--- src/shared/gbcd_pkg.sv ---
package gbcd_pkg;

    // Multiline interface command codes, seven bits, sent with attention true.
    localparam logic [6:0] CMD_GTL = 7'h01;
    localparam logic [6:0] CMD_SDC = 7'h04;
    localparam logic [6:0] CMD_GET = 7'h08;
    localparam logic [6:0] CMD_LLO = 7'h11;
    localparam logic [6:0] CMD_DCL = 7'h14;
    localparam logic [6:0] CMD_SPE = 7'h18;
    localparam logic [6:0] CMD_SPD = 7'h19;
    localparam logic [6:0] CMD_UNL = 7'h3F;
    localparam logic [6:0] CMD_UNT = 7'h5F;

    // Address groups are told apart by bits 6 and 5 of the byte.
    localparam logic [6:0] GRP_MASK = 7'h60;
    localparam logic [6:0] GRP_LAG  = 7'h20;
    localparam logic [6:0] GRP_TAG  = 7'h40;
    localparam logic [6:0] GRP_SCG  = 7'h60;

    // Highest primary address the device accepts.
    localparam logic [4:0] ADDR_MAX = 5'h1E;

    // Position of the service request bit in the returned status byte.
    localparam int unsigned STB_RQS_POS = 6;

    // Reset values of control state and of open-drain enables.
    localparam logic RST_CLR = 1'b0;
    localparam logic RST_REL = 1'b1;

endpackage : gbcd_pkg

--- src/verilog/gbcd_acceptor.sv ---
`timescale 1ns/1ns
`default_nettype none

module gbcd_acceptor (
    input  wire logic       i_clk,
    input  wire logic       i_rst_n,
    input  wire logic       i_active,
    input  wire logic       i_hold,
    input  wire logic       i_dav_n,
    input  wire logic       i_atn_n,
    input  wire logic       i_eoi_n,
    input  wire logic [7:0] i_dio_n,
    output var  logic       o_nrfd_oe_n,
    output var  logic       o_ndac_oe_n,
    output var  logic [7:0] o_byte,
    output var  logic       o_eoi,
    output var  logic       o_atn,
    output var  logic       o_strobe
);

    typedef enum logic [1:0] {AC_IDLE, AC_READY, AC_ACCEPT, AC_WAIT} gbcd_acc_t;

    gbcd_acc_t state_q;

    always_ff @(posedge i_clk) begin
        o_strobe <= gbcd_pkg::RST_CLR;
        if (!i_rst_n) begin
            state_q     <= AC_IDLE;
            o_nrfd_oe_n <= gbcd_pkg::RST_REL;
            o_ndac_oe_n <= gbcd_pkg::RST_REL;
            o_byte      <= 8'h00;
            o_eoi       <= gbcd_pkg::RST_CLR;
            o_atn       <= gbcd_pkg::RST_CLR;
        end else if (!i_active) begin
            // A device that takes no part leaves both acceptor lines released.
            state_q     <= AC_IDLE;
            o_nrfd_oe_n <= gbcd_pkg::RST_REL;
            o_ndac_oe_n <= gbcd_pkg::RST_REL;
        end else begin
            case (state_q)
                AC_IDLE: begin
                    state_q     <= AC_READY;
                    o_ndac_oe_n <= 1'b0;
                    o_nrfd_oe_n <= 1'b0;
                end
                AC_READY: begin
                    o_nrfd_oe_n <= !i_hold;
                    if (!i_dav_n && o_nrfd_oe_n) begin
                        o_byte      <= ~i_dio_n;
                        o_eoi       <= !i_eoi_n;
                        o_atn       <= !i_atn_n;
                        o_strobe    <= 1'b1;
                        o_nrfd_oe_n <= 1'b0;
                        state_q     <= AC_ACCEPT;
                    end
                end
                AC_ACCEPT: begin
                    o_ndac_oe_n <= 1'b1;
                    state_q     <= AC_WAIT;
                end
                AC_WAIT: begin
                    if (i_dav_n) begin
                        o_ndac_oe_n <= 1'b0;
                        state_q     <= AC_READY;
                    end
                end
                default: state_q <= AC_IDLE;
            endcase
        end
    end

endmodule : gbcd_acceptor

`default_nettype wire

--- src/verilog/gbcd_source.sv ---
`timescale 1ns/1ns
`default_nettype none

module gbcd_source (
    input  wire logic       i_clk,
    input  wire logic       i_rst_n,
    input  wire logic       i_enable,
    input  wire logic       i_valid,
    input  wire logic [7:0] i_data,
    input  wire logic       i_end,
    input  wire logic       i_nrfd_n,
    input  wire logic       i_ndac_n,
    output var  logic [7:0] o_dio_n,
    output var  logic       o_dio_oe_n,
    output var  logic       o_dav_oe_n,
    output var  logic       o_eoi_oe_n,
    output var  logic       o_done
);

    typedef enum logic [1:0] {SR_IDLE, SR_SETTLE, SR_ASSERT} gbcd_src_t;

    gbcd_src_t state_q;

    always_ff @(posedge i_clk) begin
        o_done <= gbcd_pkg::RST_CLR;
        if (!i_rst_n || !i_enable) begin
            // Attention taking over aborts the byte and frees the bus at once.
            state_q    <= SR_IDLE;
            o_dio_n    <= 8'hFF;
            o_dio_oe_n <= gbcd_pkg::RST_REL;
            o_dav_oe_n <= gbcd_pkg::RST_REL;
            o_eoi_oe_n <= gbcd_pkg::RST_REL;
        end else begin
            case (state_q)
                SR_IDLE: begin
                    if (i_valid) begin
                        o_dio_n    <= ~i_data;
                        o_dio_oe_n <= 1'b0;
                        o_eoi_oe_n <= !i_end;
                        state_q    <= SR_SETTLE;
                    end
                end
                SR_SETTLE: begin
                    if (i_nrfd_n && !i_ndac_n) begin
                        o_dav_oe_n <= 1'b0;
                        state_q    <= SR_ASSERT;
                    end
                end
                SR_ASSERT: begin
                    if (i_ndac_n) begin
                        o_dav_oe_n <= 1'b1;
                        o_dio_oe_n <= 1'b1;
                        o_eoi_oe_n <= 1'b1;
                        o_dio_n    <= 8'hFF;
                        o_done     <= 1'b1;
                        state_q    <= SR_IDLE;
                    end
                end
                default: state_q <= SR_IDLE;
            endcase
        end
    end

endmodule : gbcd_source

`default_nettype wire

--- src/verilog/gbcd_top.sv ---
`timescale 1ns/1ns
`default_nettype none

// Contract
// - Bus lines true when low
// - Attention bytes are interface commands
// - Non-attention bytes go to data path
// - Controller owns attention, clear, remote
// - Remote enable leaves local, optional lockout
// - End marker flags last byte
// - Interface clear idles talker and listener
// - Hold service request until serviced
// - Universal commands need no addressing
// - Local lockout disables local key
// - Device clear restores defaults
// - Poll enable enters, disable leaves poll
// - Addressed commands need listen address first
// - Selective clear only when listening
// - Go-to-local leaves remote, maybe unlocks
// - Group trigger starts triggered action
// - Listen address is address OR 20
// - Talk address is address OR 40
// - Secondary group bytes are ignored
// - Unlisten enters listener idle
// - Untalk enters talker idle
// - Decode the fixed command codes
// - Primary address limited to 0..30
// - Interlocked three-wire byte handshake
module gbcd_top (
    input  wire logic       I_CLK_SYS,
    input  wire logic       I_NRST,
    input  wire logic [4:0] I_PRI_ADDR,
    input  wire logic       I_REN_LOCKS_PANEL,
    input  wire logic       I_GTL_UNLOCKS,
    input  wire logic       I_ATN_N,
    input  wire logic       I_IFC_N,
    input  wire logic       I_REN_N,
    input  wire logic       I_EOI_N,
    input  wire logic       I_DAV_N,
    input  wire logic       I_NRFD_N,
    input  wire logic       I_NDAC_N,
    input  wire logic [7:0] I_DIO_N,
    input  wire logic       I_LOCAL_KEY,
    input  wire logic       I_SVC_REQ,
    input  wire logic [7:0] I_STATUS,
    input  wire logic       I_TX_VALID,
    input  wire logic [7:0] I_TX_DATA,
    input  wire logic       I_TX_END,
    input  wire logic       I_RX_READY,
    output var  logic [7:0] O_DIO_N,
    output var  logic       O_DIO_OE_N,
    output var  logic       O_DAV_N,
    output var  logic       O_DAV_OE_N,
    output var  logic       O_NRFD_N,
    output var  logic       O_NRFD_OE_N,
    output var  logic       O_NDAC_N,
    output var  logic       O_NDAC_OE_N,
    output var  logic       O_EOI_N,
    output var  logic       O_EOI_OE_N,
    output var  logic       O_SRQ_N,
    output var  logic       O_SRQ_OE_N,
    output var  logic [7:0] O_RX_DATA,
    output var  logic       O_RX_VALID,
    output var  logic       O_RX_END,
    output var  logic       O_TX_ACK,
    output var  logic       O_LISTEN,
    output var  logic       O_TALK,
    output var  logic       O_SPOLL,
    output var  logic       O_REMOTE,
    output var  logic       O_LOCKOUT,
    output var  logic       O_PANEL_LOCK,
    output var  logic       O_DEV_CLEAR,
    output var  logic       O_TRIGGER,
    output var  logic       O_SRQ_PEND
);

    logic [4:0] addr_q;
    logic       listen_q;
    logic       talk_q;
    logic       spoll_q;
    logic       remote_q;
    logic       lockout_q;
    logic       srq_q;
    logic       ren_prev_q;
    logic       pin_low_q;

    logic [7:0] acc_byte;
    logic       acc_eoi;
    logic       acc_atn;
    logic       acc_strobe;
    logic       acc_active;
    logic       acc_hold;

    logic       src_enable;
    logic       src_valid;
    logic [7:0] src_data;
    logic       src_end;
    logic       src_done;

    logic       atn;
    logic       ifc;
    logic       ren;
    logic [6:0] cmd;
    logic       is_cmd;
    logic [6:0] my_listen;
    logic [6:0] my_talk;
    logic       hit_mla;
    logic       hit_mta;
    logic       hit_ota;
    logic       hit_unl;
    logic       hit_unt;
    logic       hit_llo;
    logic       hit_dcl;
    logic       hit_spe;
    logic       hit_spd;
    logic       hit_gtl;
    logic       hit_sdc;
    logic       hit_get;
    logic       stb_sent;

    assign atn = !I_ATN_N;
    assign ifc = !I_IFC_N;
    assign ren = !I_REN_N;

    assign is_cmd = acc_strobe && acc_atn;
    // The eighth data line carries no meaning in an interface command.
    assign cmd    = acc_byte[6:0];

    assign my_listen = gbcd_pkg::GRP_LAG | {2'b00, addr_q};
    assign my_talk   = gbcd_pkg::GRP_TAG | {2'b00, addr_q};

    assign hit_mla = is_cmd && (cmd == my_listen);
    assign hit_mta = is_cmd && (cmd == my_talk);
    assign hit_ota = is_cmd && ((cmd & gbcd_pkg::GRP_MASK) == gbcd_pkg::GRP_TAG)
                     && (cmd != my_talk) && (cmd != gbcd_pkg::CMD_UNT);

    assign hit_unl = is_cmd && (cmd == gbcd_pkg::CMD_UNL);
    assign hit_unt = is_cmd && (cmd == gbcd_pkg::CMD_UNT);
    assign hit_llo = is_cmd && (cmd == gbcd_pkg::CMD_LLO);
    assign hit_dcl = is_cmd && (cmd == gbcd_pkg::CMD_DCL);
    assign hit_spe = is_cmd && (cmd == gbcd_pkg::CMD_SPE);
    assign hit_spd = is_cmd && (cmd == gbcd_pkg::CMD_SPD);
    assign hit_gtl = is_cmd && listen_q && (cmd == gbcd_pkg::CMD_GTL);
    assign hit_sdc = is_cmd && listen_q && (cmd == gbcd_pkg::CMD_SDC);
    assign hit_get = is_cmd && listen_q && (cmd == gbcd_pkg::CMD_GET);

    // Every device accepts under attention; data only once addressed to listen.
    assign acc_active = !ifc && (atn || listen_q);
    assign acc_hold   = !atn && !I_RX_READY;

    assign src_enable = talk_q && !atn && !ifc;
    assign src_valid  = spoll_q ? 1'b1 : (I_TX_VALID && !src_done && !O_TX_ACK);
    assign src_end    = spoll_q ? 1'b0 : I_TX_END;

    always_comb begin
        src_data = I_TX_DATA;
        if (spoll_q) begin
            src_data = I_STATUS;
            src_data[gbcd_pkg::STB_RQS_POS] = srq_q;
        end
    end

    assign stb_sent = src_done && spoll_q;

    gbcd_acceptor u_acceptor (
        .i_clk       (I_CLK_SYS),
        .i_rst_n     (I_NRST),
        .i_active    (acc_active),
        .i_hold      (acc_hold),
        .i_dav_n     (I_DAV_N),
        .i_atn_n     (I_ATN_N),
        .i_eoi_n     (I_EOI_N),
        .i_dio_n     (I_DIO_N),
        .o_nrfd_oe_n (O_NRFD_OE_N),
        .o_ndac_oe_n (O_NDAC_OE_N),
        .o_byte      (acc_byte),
        .o_eoi       (acc_eoi),
        .o_atn       (acc_atn),
        .o_strobe    (acc_strobe)
    );

    gbcd_source u_source (
        .i_clk      (I_CLK_SYS),
        .i_rst_n    (I_NRST),
        .i_enable   (src_enable),
        .i_valid    (src_valid),
        .i_data     (src_data),
        .i_end      (src_end),
        .i_nrfd_n   (I_NRFD_N),
        .i_ndac_n   (I_NDAC_N),
        .o_dio_n    (O_DIO_N),
        .o_dio_oe_n (O_DIO_OE_N),
        .o_dav_oe_n (O_DAV_OE_N),
        .o_eoi_oe_n (O_EOI_OE_N),
        .o_done     (src_done)
    );

    always_ff @(posedge I_CLK_SYS) begin
        if (!I_NRST) begin
            addr_q <= (I_PRI_ADDR > gbcd_pkg::ADDR_MAX) ? gbcd_pkg::ADDR_MAX : I_PRI_ADDR;
        end
    end

    // Open-drain lines only ever pull low, so their driven level is constant.
    always_ff @(posedge I_CLK_SYS) begin
        pin_low_q <= gbcd_pkg::RST_CLR;
    end

    assign O_DAV_N  = pin_low_q;
    assign O_NRFD_N = pin_low_q;
    assign O_NDAC_N = pin_low_q;
    assign O_EOI_N  = pin_low_q;
    assign O_SRQ_N  = pin_low_q;

    // Listener state.
    always_ff @(posedge I_CLK_SYS) begin
        if (!I_NRST) begin
            listen_q <= gbcd_pkg::RST_CLR;
        end else if (ifc) begin
            listen_q <= 1'b0;
        end else if (hit_unl || hit_mta) begin
            listen_q <= 1'b0;
        end else if (hit_mla) begin
            listen_q <= 1'b1;
        end
    end

    // Talker state.
    always_ff @(posedge I_CLK_SYS) begin
        if (!I_NRST) begin
            talk_q <= gbcd_pkg::RST_CLR;
        end else if (ifc) begin
            talk_q <= 1'b0;
        end else if (hit_unt || hit_ota) begin
            talk_q <= 1'b0;
        end else if (hit_mta) begin
            talk_q <= 1'b1;
        end
    end

    always_ff @(posedge I_CLK_SYS) begin
        if (!I_NRST) begin
            spoll_q <= gbcd_pkg::RST_CLR;
        end else if (ifc || hit_spd) begin
            spoll_q <= 1'b0;
        end else if (hit_spe) begin
            spoll_q <= 1'b1;
        end
    end

    always_ff @(posedge I_CLK_SYS) begin
        if (!I_NRST) begin
            srq_q      <= gbcd_pkg::RST_CLR;
            O_SRQ_OE_N <= gbcd_pkg::RST_REL;
        end else begin
            // A new request in the cycle the poll completes is kept.
            if (I_SVC_REQ) begin
                srq_q <= 1'b1;
            end else if (stb_sent) begin
                srq_q <= 1'b0;
            end
            O_SRQ_OE_N <= !(I_SVC_REQ || (srq_q && !stb_sent));
        end
    end

    always_ff @(posedge I_CLK_SYS) begin
        if (!I_NRST) begin
            ren_prev_q <= gbcd_pkg::RST_CLR;
            remote_q   <= gbcd_pkg::RST_CLR;
        end else begin
            ren_prev_q <= ren;
            if (!ren) begin
                remote_q <= 1'b0;
            end else if ((ren && !ren_prev_q) || hit_mla) begin
                remote_q <= 1'b1;
            end else if (hit_gtl) begin
                remote_q <= 1'b0;
            end else if (I_LOCAL_KEY && !lockout_q) begin
                remote_q <= 1'b0;
            end
        end
    end

    always_ff @(posedge I_CLK_SYS) begin
        if (!I_NRST) begin
            lockout_q <= gbcd_pkg::RST_CLR;
        end else if (!ren) begin
            lockout_q <= 1'b0;
        end else if (hit_llo) begin
            lockout_q <= 1'b1;
        end else if (hit_gtl && I_GTL_UNLOCKS) begin
            lockout_q <= 1'b0;
        end
    end

    // Mode and lockout flags seen by the instrument.
    always_ff @(posedge I_CLK_SYS) begin
        if (!I_NRST) begin
            O_LISTEN     <= gbcd_pkg::RST_CLR;
            O_TALK       <= gbcd_pkg::RST_CLR;
            O_SPOLL      <= gbcd_pkg::RST_CLR;
            O_REMOTE     <= gbcd_pkg::RST_CLR;
            O_LOCKOUT    <= gbcd_pkg::RST_CLR;
            O_PANEL_LOCK <= gbcd_pkg::RST_CLR;
            O_SRQ_PEND   <= gbcd_pkg::RST_CLR;
        end else begin
            O_LISTEN     <= listen_q;
            O_TALK       <= talk_q;
            O_SPOLL      <= spoll_q;
            O_REMOTE     <= remote_q;
            O_LOCKOUT    <= lockout_q;
            O_PANEL_LOCK <= remote_q && (I_REN_LOCKS_PANEL || lockout_q);
            O_SRQ_PEND   <= srq_q;
        end
    end

    // Device clear and trigger pulses.
    always_ff @(posedge I_CLK_SYS) begin
        if (!I_NRST) begin
            O_DEV_CLEAR <= gbcd_pkg::RST_CLR;
            O_TRIGGER   <= gbcd_pkg::RST_CLR;
        end else begin
            O_DEV_CLEAR <= hit_dcl || hit_sdc;
            O_TRIGGER   <= hit_get;
        end
    end

    // Data bytes for the command parser.
    always_ff @(posedge I_CLK_SYS) begin
        if (!I_NRST) begin
            O_RX_DATA  <= 8'h00;
            O_RX_VALID <= gbcd_pkg::RST_CLR;
            O_RX_END   <= gbcd_pkg::RST_CLR;
        end else begin
            O_RX_VALID <= acc_strobe && !acc_atn;
            if (acc_strobe && !acc_atn) begin
                O_RX_DATA <= acc_byte;
                O_RX_END  <= acc_eoi;
            end
        end
    end

    // Acknowledge of an instrument data byte on the bus.
    always_ff @(posedge I_CLK_SYS) begin
        if (!I_NRST) begin
            O_TX_ACK <= gbcd_pkg::RST_CLR;
        end else begin
            O_TX_ACK <= src_done && !spoll_q;
        end
    end

endmodule : gbcd_top

`default_nettype wire

--- config.mk ---
export PLATFORM = sky130hd
export DESIGN_NAME = gbcd_top
export DESIGN_NICKNAME = d
export VERILOG_FILES = /design/src/shared/gbcd_pkg.sv /design/src/verilog/gbcd_acceptor.sv /design/src/verilog/gbcd_source.sv /design/src/verilog/gbcd_top.sv
export SDC_FILE = /design/constraint.sdc
export NUM_CORES = 1
export LEC_CHECK = 0
export BUFFER_PORTS_ARGS = -buffer_cell sky130_fd_sc_hd__clkbuf_2
export CELL_PAD_IN_SITES_DETAIL_PLACEMENT = 0
export CELL_PAD_IN_SITES_GLOBAL_PLACEMENT = 1
export CORE_MARGIN = 8
export CORE_UTILIZATION = 40
export DETAILED_ROUTE_END_ITERATION = 8
export PLACE_DENSITY_LB_ADDON = 0.15
export SLEW_MARGIN = 5
export SYNTH_ARGS = -nofsm -noshare
export SYNTH_HDL_FRONTEND = slang
export SYNTH_SLANG_ARGS = --single-unit
--- constraint.sdc ---
create_clock -name I_CLK_SYS -period 3.7 [get_ports I_CLK_SYS]
set_input_delay 0.74 -clock I_CLK_SYS [delete_from_list [all_inputs] [get_ports I_CLK_SYS]]
set_output_delay 0.74 -clock I_CLK_SYS [all_outputs]
set_load 0.005 [all_outputs]
==> impl_metrics.py <==
metrics = {
    "cts": {
        "post_cts_repair_resize_count": 0,
        "clk_pin_slew_worst_setup_hold_paths_ps": 70,
        "cts.repair_timing.setup_buffer_count": 0,
        "clock_insertion_delay_worst_skew_ps": 330,
        "clock_sinks": 62,
        "cts_max_path_buffers": 2,
        "tritoncts": "yes",
        "tritoncts.num_buffers": 9,
        "htree_levels": 3,
        "root_buffer": "sky130_fd_sc_hd__clkbuf_8",
        "post_cts_hold_buffer_count": 0,
    },
    "critical_path": {
        "critPathMaxStageDelay_ps": 770,
        "worstPathCellList": "nor2_1, or4_1, o22a_1",
        "crit_path_max_fanout": 15,
        "req_time_crit_path_ps": 3930,
        "worst-setup-path-type": "flop to flop",
        "worstPathArrival_ps": 2080,
        "regToRegSetupSlack_ps": 1850,
        "timing.critical_path.from_type": "flop",
        "timing.rr.start": "spoll_q",
        "reg2regPathDepth": 3,
        "critical-path-slowest-cell": "sky130_fd_sc_hd__dfxtp_1",
        "critPathCaptureType": "flop",
        "worst_r2r_endpoint": "u_source.o_dio_n[5]",
    },
    "detailed_routing": {
        "drt_iter0_markers": 52,
        "detailroute.via_count": 2023,
        "drt_pass1_iterations": 4,
        "routed_via_density": 4.805,
        "route.detailed.wl_per_inst_microns": 13.40,
        "ant_nets": 0,
        "detail_route.wirelength_microns": 5642,
        "residual_drc": 0,
    },
    "timing": {
        "rsz0062_at_grt": "false",
        "timing.final.max_slew_violations": 0,
        "timing_hold_violations_final": 0,
        "worst_rel_slew_slack": 0.4158,
        "clock.fmax_mhz": 540.1,
        "finalCriticalPeriod_ps": 1852,
        "timing.setup.tns_ps": 0,
        "setup_viol": 0,
        "min_period_over_period": 0.5004,
        "clock_skew_ps": 3.334,
        "timing_worst_slew_pin_value_ps": 875.4,
    },
    "worst_hold_path": {
        "timing.hold.worst.start": "ren_prev_q",
        "worst_hold_path.endpoint": "remote_q",
        "hold_class": "flop to flop",
        "hold-path-cell-count": 1,
    },
    "job": {
        "drv.max_cap_violation_count": 0,
    },
    "placement": {
        "place_congestion": 0.7507,
        "io_buffers": 77,
        "hpwlAfterDp_microns": 4301,
        "placedInstanceArea_sq_mm": 0.002934,
    },
    "yosys": {
        "syn_inst": 269,
        "synth-async-reset-ratio": 0,
        "synth-warning-count": 0,
        "synth_cell_types": 48,
        "synthTopCellsByArea": "sky130_fd_sc_hd__dfxtp_1, sky130_fd_sc_hd__edfxtp_1, sky130_fd_sc_hd__nand2_1, sky130_fd_sc_hd__mux2i_1, sky130_fd_sc_hd__nor2_1",
        "combined_area_of_all_synthesized_cells_sq_mm": 0.002539,
        "synth-edff-count": 5,
        "dominantRegCellSynth": "sky130_fd_sc_hd__dfxtp_1",
        "synth_seq_area_share": 0.5086,
        "synth.largest_area_cell": "sky130_fd_sc_hd__dfxtp_1",
        "yosys.area.top_type_share": 0.4495,
        "synth.avg_cell_area_sq_um": 9.437,
        "synth_seq_cells": 62,
    },
    "global_route": {
        "vias_in_the_first_global_route": 1907,
        "track_usage": 0.1256,
        "grt_start_max_net_pins": 28,
        "wire_length_of_the_first_global_routing_pass_microns": 9004,
        "antenna_violations_before_repair": 0,
        "grt.overflow.total": 0,
    },
    "die": {
        "dieHeight_microns": 95.67,
        "chip_width_microns": 95.67,
        "initial_cell_density_of_the_core": 0.4068,
        "ioPinCount": 84,
        "row_count": 29,
        "die_area_sq_mm": 0.009152,
        "floorplan.core_area_sq_mm": 0.006241,
    },
    "finish": {
        "num-nets-final": 389,
        "antenna-diode-count": 0,
        "area.growth.synth_to_final_pct": 23.41,
        "layout-drive-gt1-share": 0.2994,
        "finalInstanceArea_sq_mm": 0.003133,
    },
    "pwr": {
        "power.density_cell_area_mw_per_mm2": 428.9,
        "max-vdd-ir-drop_mv": 0.2392,
        "total_leakage_power_nw": 1.278,
    },
    "outcome": {
        "outcome": "finished, final reports clean",
    },
}
## state kept, by name (all words and copies together), names as in the netlist, 2 cells and up
signal              flops
O_RX_DATA               8
u_acceptor.o_byte       8
u_source.state_q        2
u_acceptor.state_q      2
addr_q                  5
u_source.o_dio_n        8
## cells by family (layout without fill, tap and decap cells)
group                      Yosys count  after routing  synth area share
DFF                                 62             62            0.5086
muxes                               12             12           0.04781
adders and majority gates            5              5           0.02464
other                                1              5          0.001477
buffers and inverters               33            104           0.05964
and+or+nand+nor                    103            103            0.2124
xor gates and xnor gates             5              5           0.01725
AOI/OAI and AO/OA                   48             48            0.1281
## critical path: cells and delay by family (launching register included)
family | cells | cell delay [ps]
compound gates | 1 | 230
flops | 1 | 770
simple gates | 2 | 750
## how the worst max path moves through the flow
stage,depth (start not counted),from,slack (ps),endpoint
2_1_floorplan,5,I_TX_VALID,1920,u_source.o_dio_n[1]
3_3_place_gp,5,I_NRST,1560,u_source.o_dio_n[1]
3_5_place_dp,5,I_NRST,1530,u_source.o_dio_n[1]
4_1_cts,3,spoll_q,1830,u_source.o_dio_n[1]
5_1_grt,3,spoll_q,1720,u_source.o_dio_n[3]
6_report,3,spoll_q,1850,u_source.o_dio_n[5]
## cells in the final DEF, fill, tap and decap left out, types with 7 or more instances in the layout
cell / count
sky130_fd_sc_hd__nor2_1: 25
sky130_fd_sc_hd__inv_1: 10
sky130_fd_sc_hd__a21oi_1: 16
sky130_fd_sc_hd__a211oi_1: 12
sky130_fd_sc_hd__mux2i_1: 11
sky130_fd_sc_hd__nand2_1: 33
sky130_fd_sc_hd__o22a_1: 7
sky130_fd_sc_hd__clkbuf_2: 77
sky130_fd_sc_hd__clkbuf_8: 9
sky130_fd_sc_hd__dfxtp_1: 57
sky130_fd_sc_hd__nand2b_1: 7
## metrics by stage
stage          setup slack (ps)  total power [W]  hold slack, ps    util  cells
2_1_floorplan              1925        0.0007488           394.0       -    273
3_3_place_gp               1560        0.0007792           401.0  0.4701    405
3_5_place_dp               1528        0.0007798           409.5  0.4701    405
4_1_cts                    1827         0.001367           421.0  0.5020    421
5_1_grt                    1723         0.001404           439.5  0.5020    421
6_report                   1848         0.001344           416.1  0.5020    421
## power breakdown
part	leakage, nW	switching [W]	internal, W
logic	0.676	0.0000355	0.0000342
clock network	0.0914	0.000269	0.000311
registers	0.511	0.00000643	0.000688
total	1.28	0.000311	0.00103
## cell usage after synthesis (4+ instances only)
cell                        n
sky130_fd_sc_hd__and2_1     6
sky130_fd_sc_hd__a21oi_1   16
sky130_fd_sc_hd__mux2i_1   11
sky130_fd_sc_hd__nand3b_1   4
sky130_fd_sc_hd__buf_4      5
sky130_fd_sc_hd__inv_1     10
sky130_fd_sc_hd__nand2b_1   7
sky130_fd_sc_hd__nand3_1    4
sky130_fd_sc_hd__buf_2      7
sky130_fd_sc_hd__xor2_1     5
sky130_fd_sc_hd__o21ai_0    5
sky130_fd_sc_hd__edfxtp_1   5
sky130_fd_sc_hd__ha_1       5
sky130_fd_sc_hd__nand2_1   33
sky130_fd_sc_hd__nor2_1    25
sky130_fd_sc_hd__clkbuf_1   8
sky130_fd_sc_hd__a211oi_1  12
sky130_fd_sc_hd__dfxtp_1   57
sky130_fd_sc_hd__o22a_1     7
## layout make-up
cell class	instances	area, sq um
fillers	616	3108
flip-flops and latches	62	1291
multi-input cells	178	1116
repair buffers	78	392.9
clock buffers	9	123.9
well taps	77	96.34
clock inverters	7	75.07
inverters	10	37.54
## per-layer routing
layer	vias up	global-route usage	wire length, microns
li1	1056	-	-
met2	42	0.1943	2657
met5	-	0	0
met1	917	0.1523	2492
met3	8	0.04567	418
met4	0	0.05762	74
Note: power is estimated with default switching activity, not from simulation.
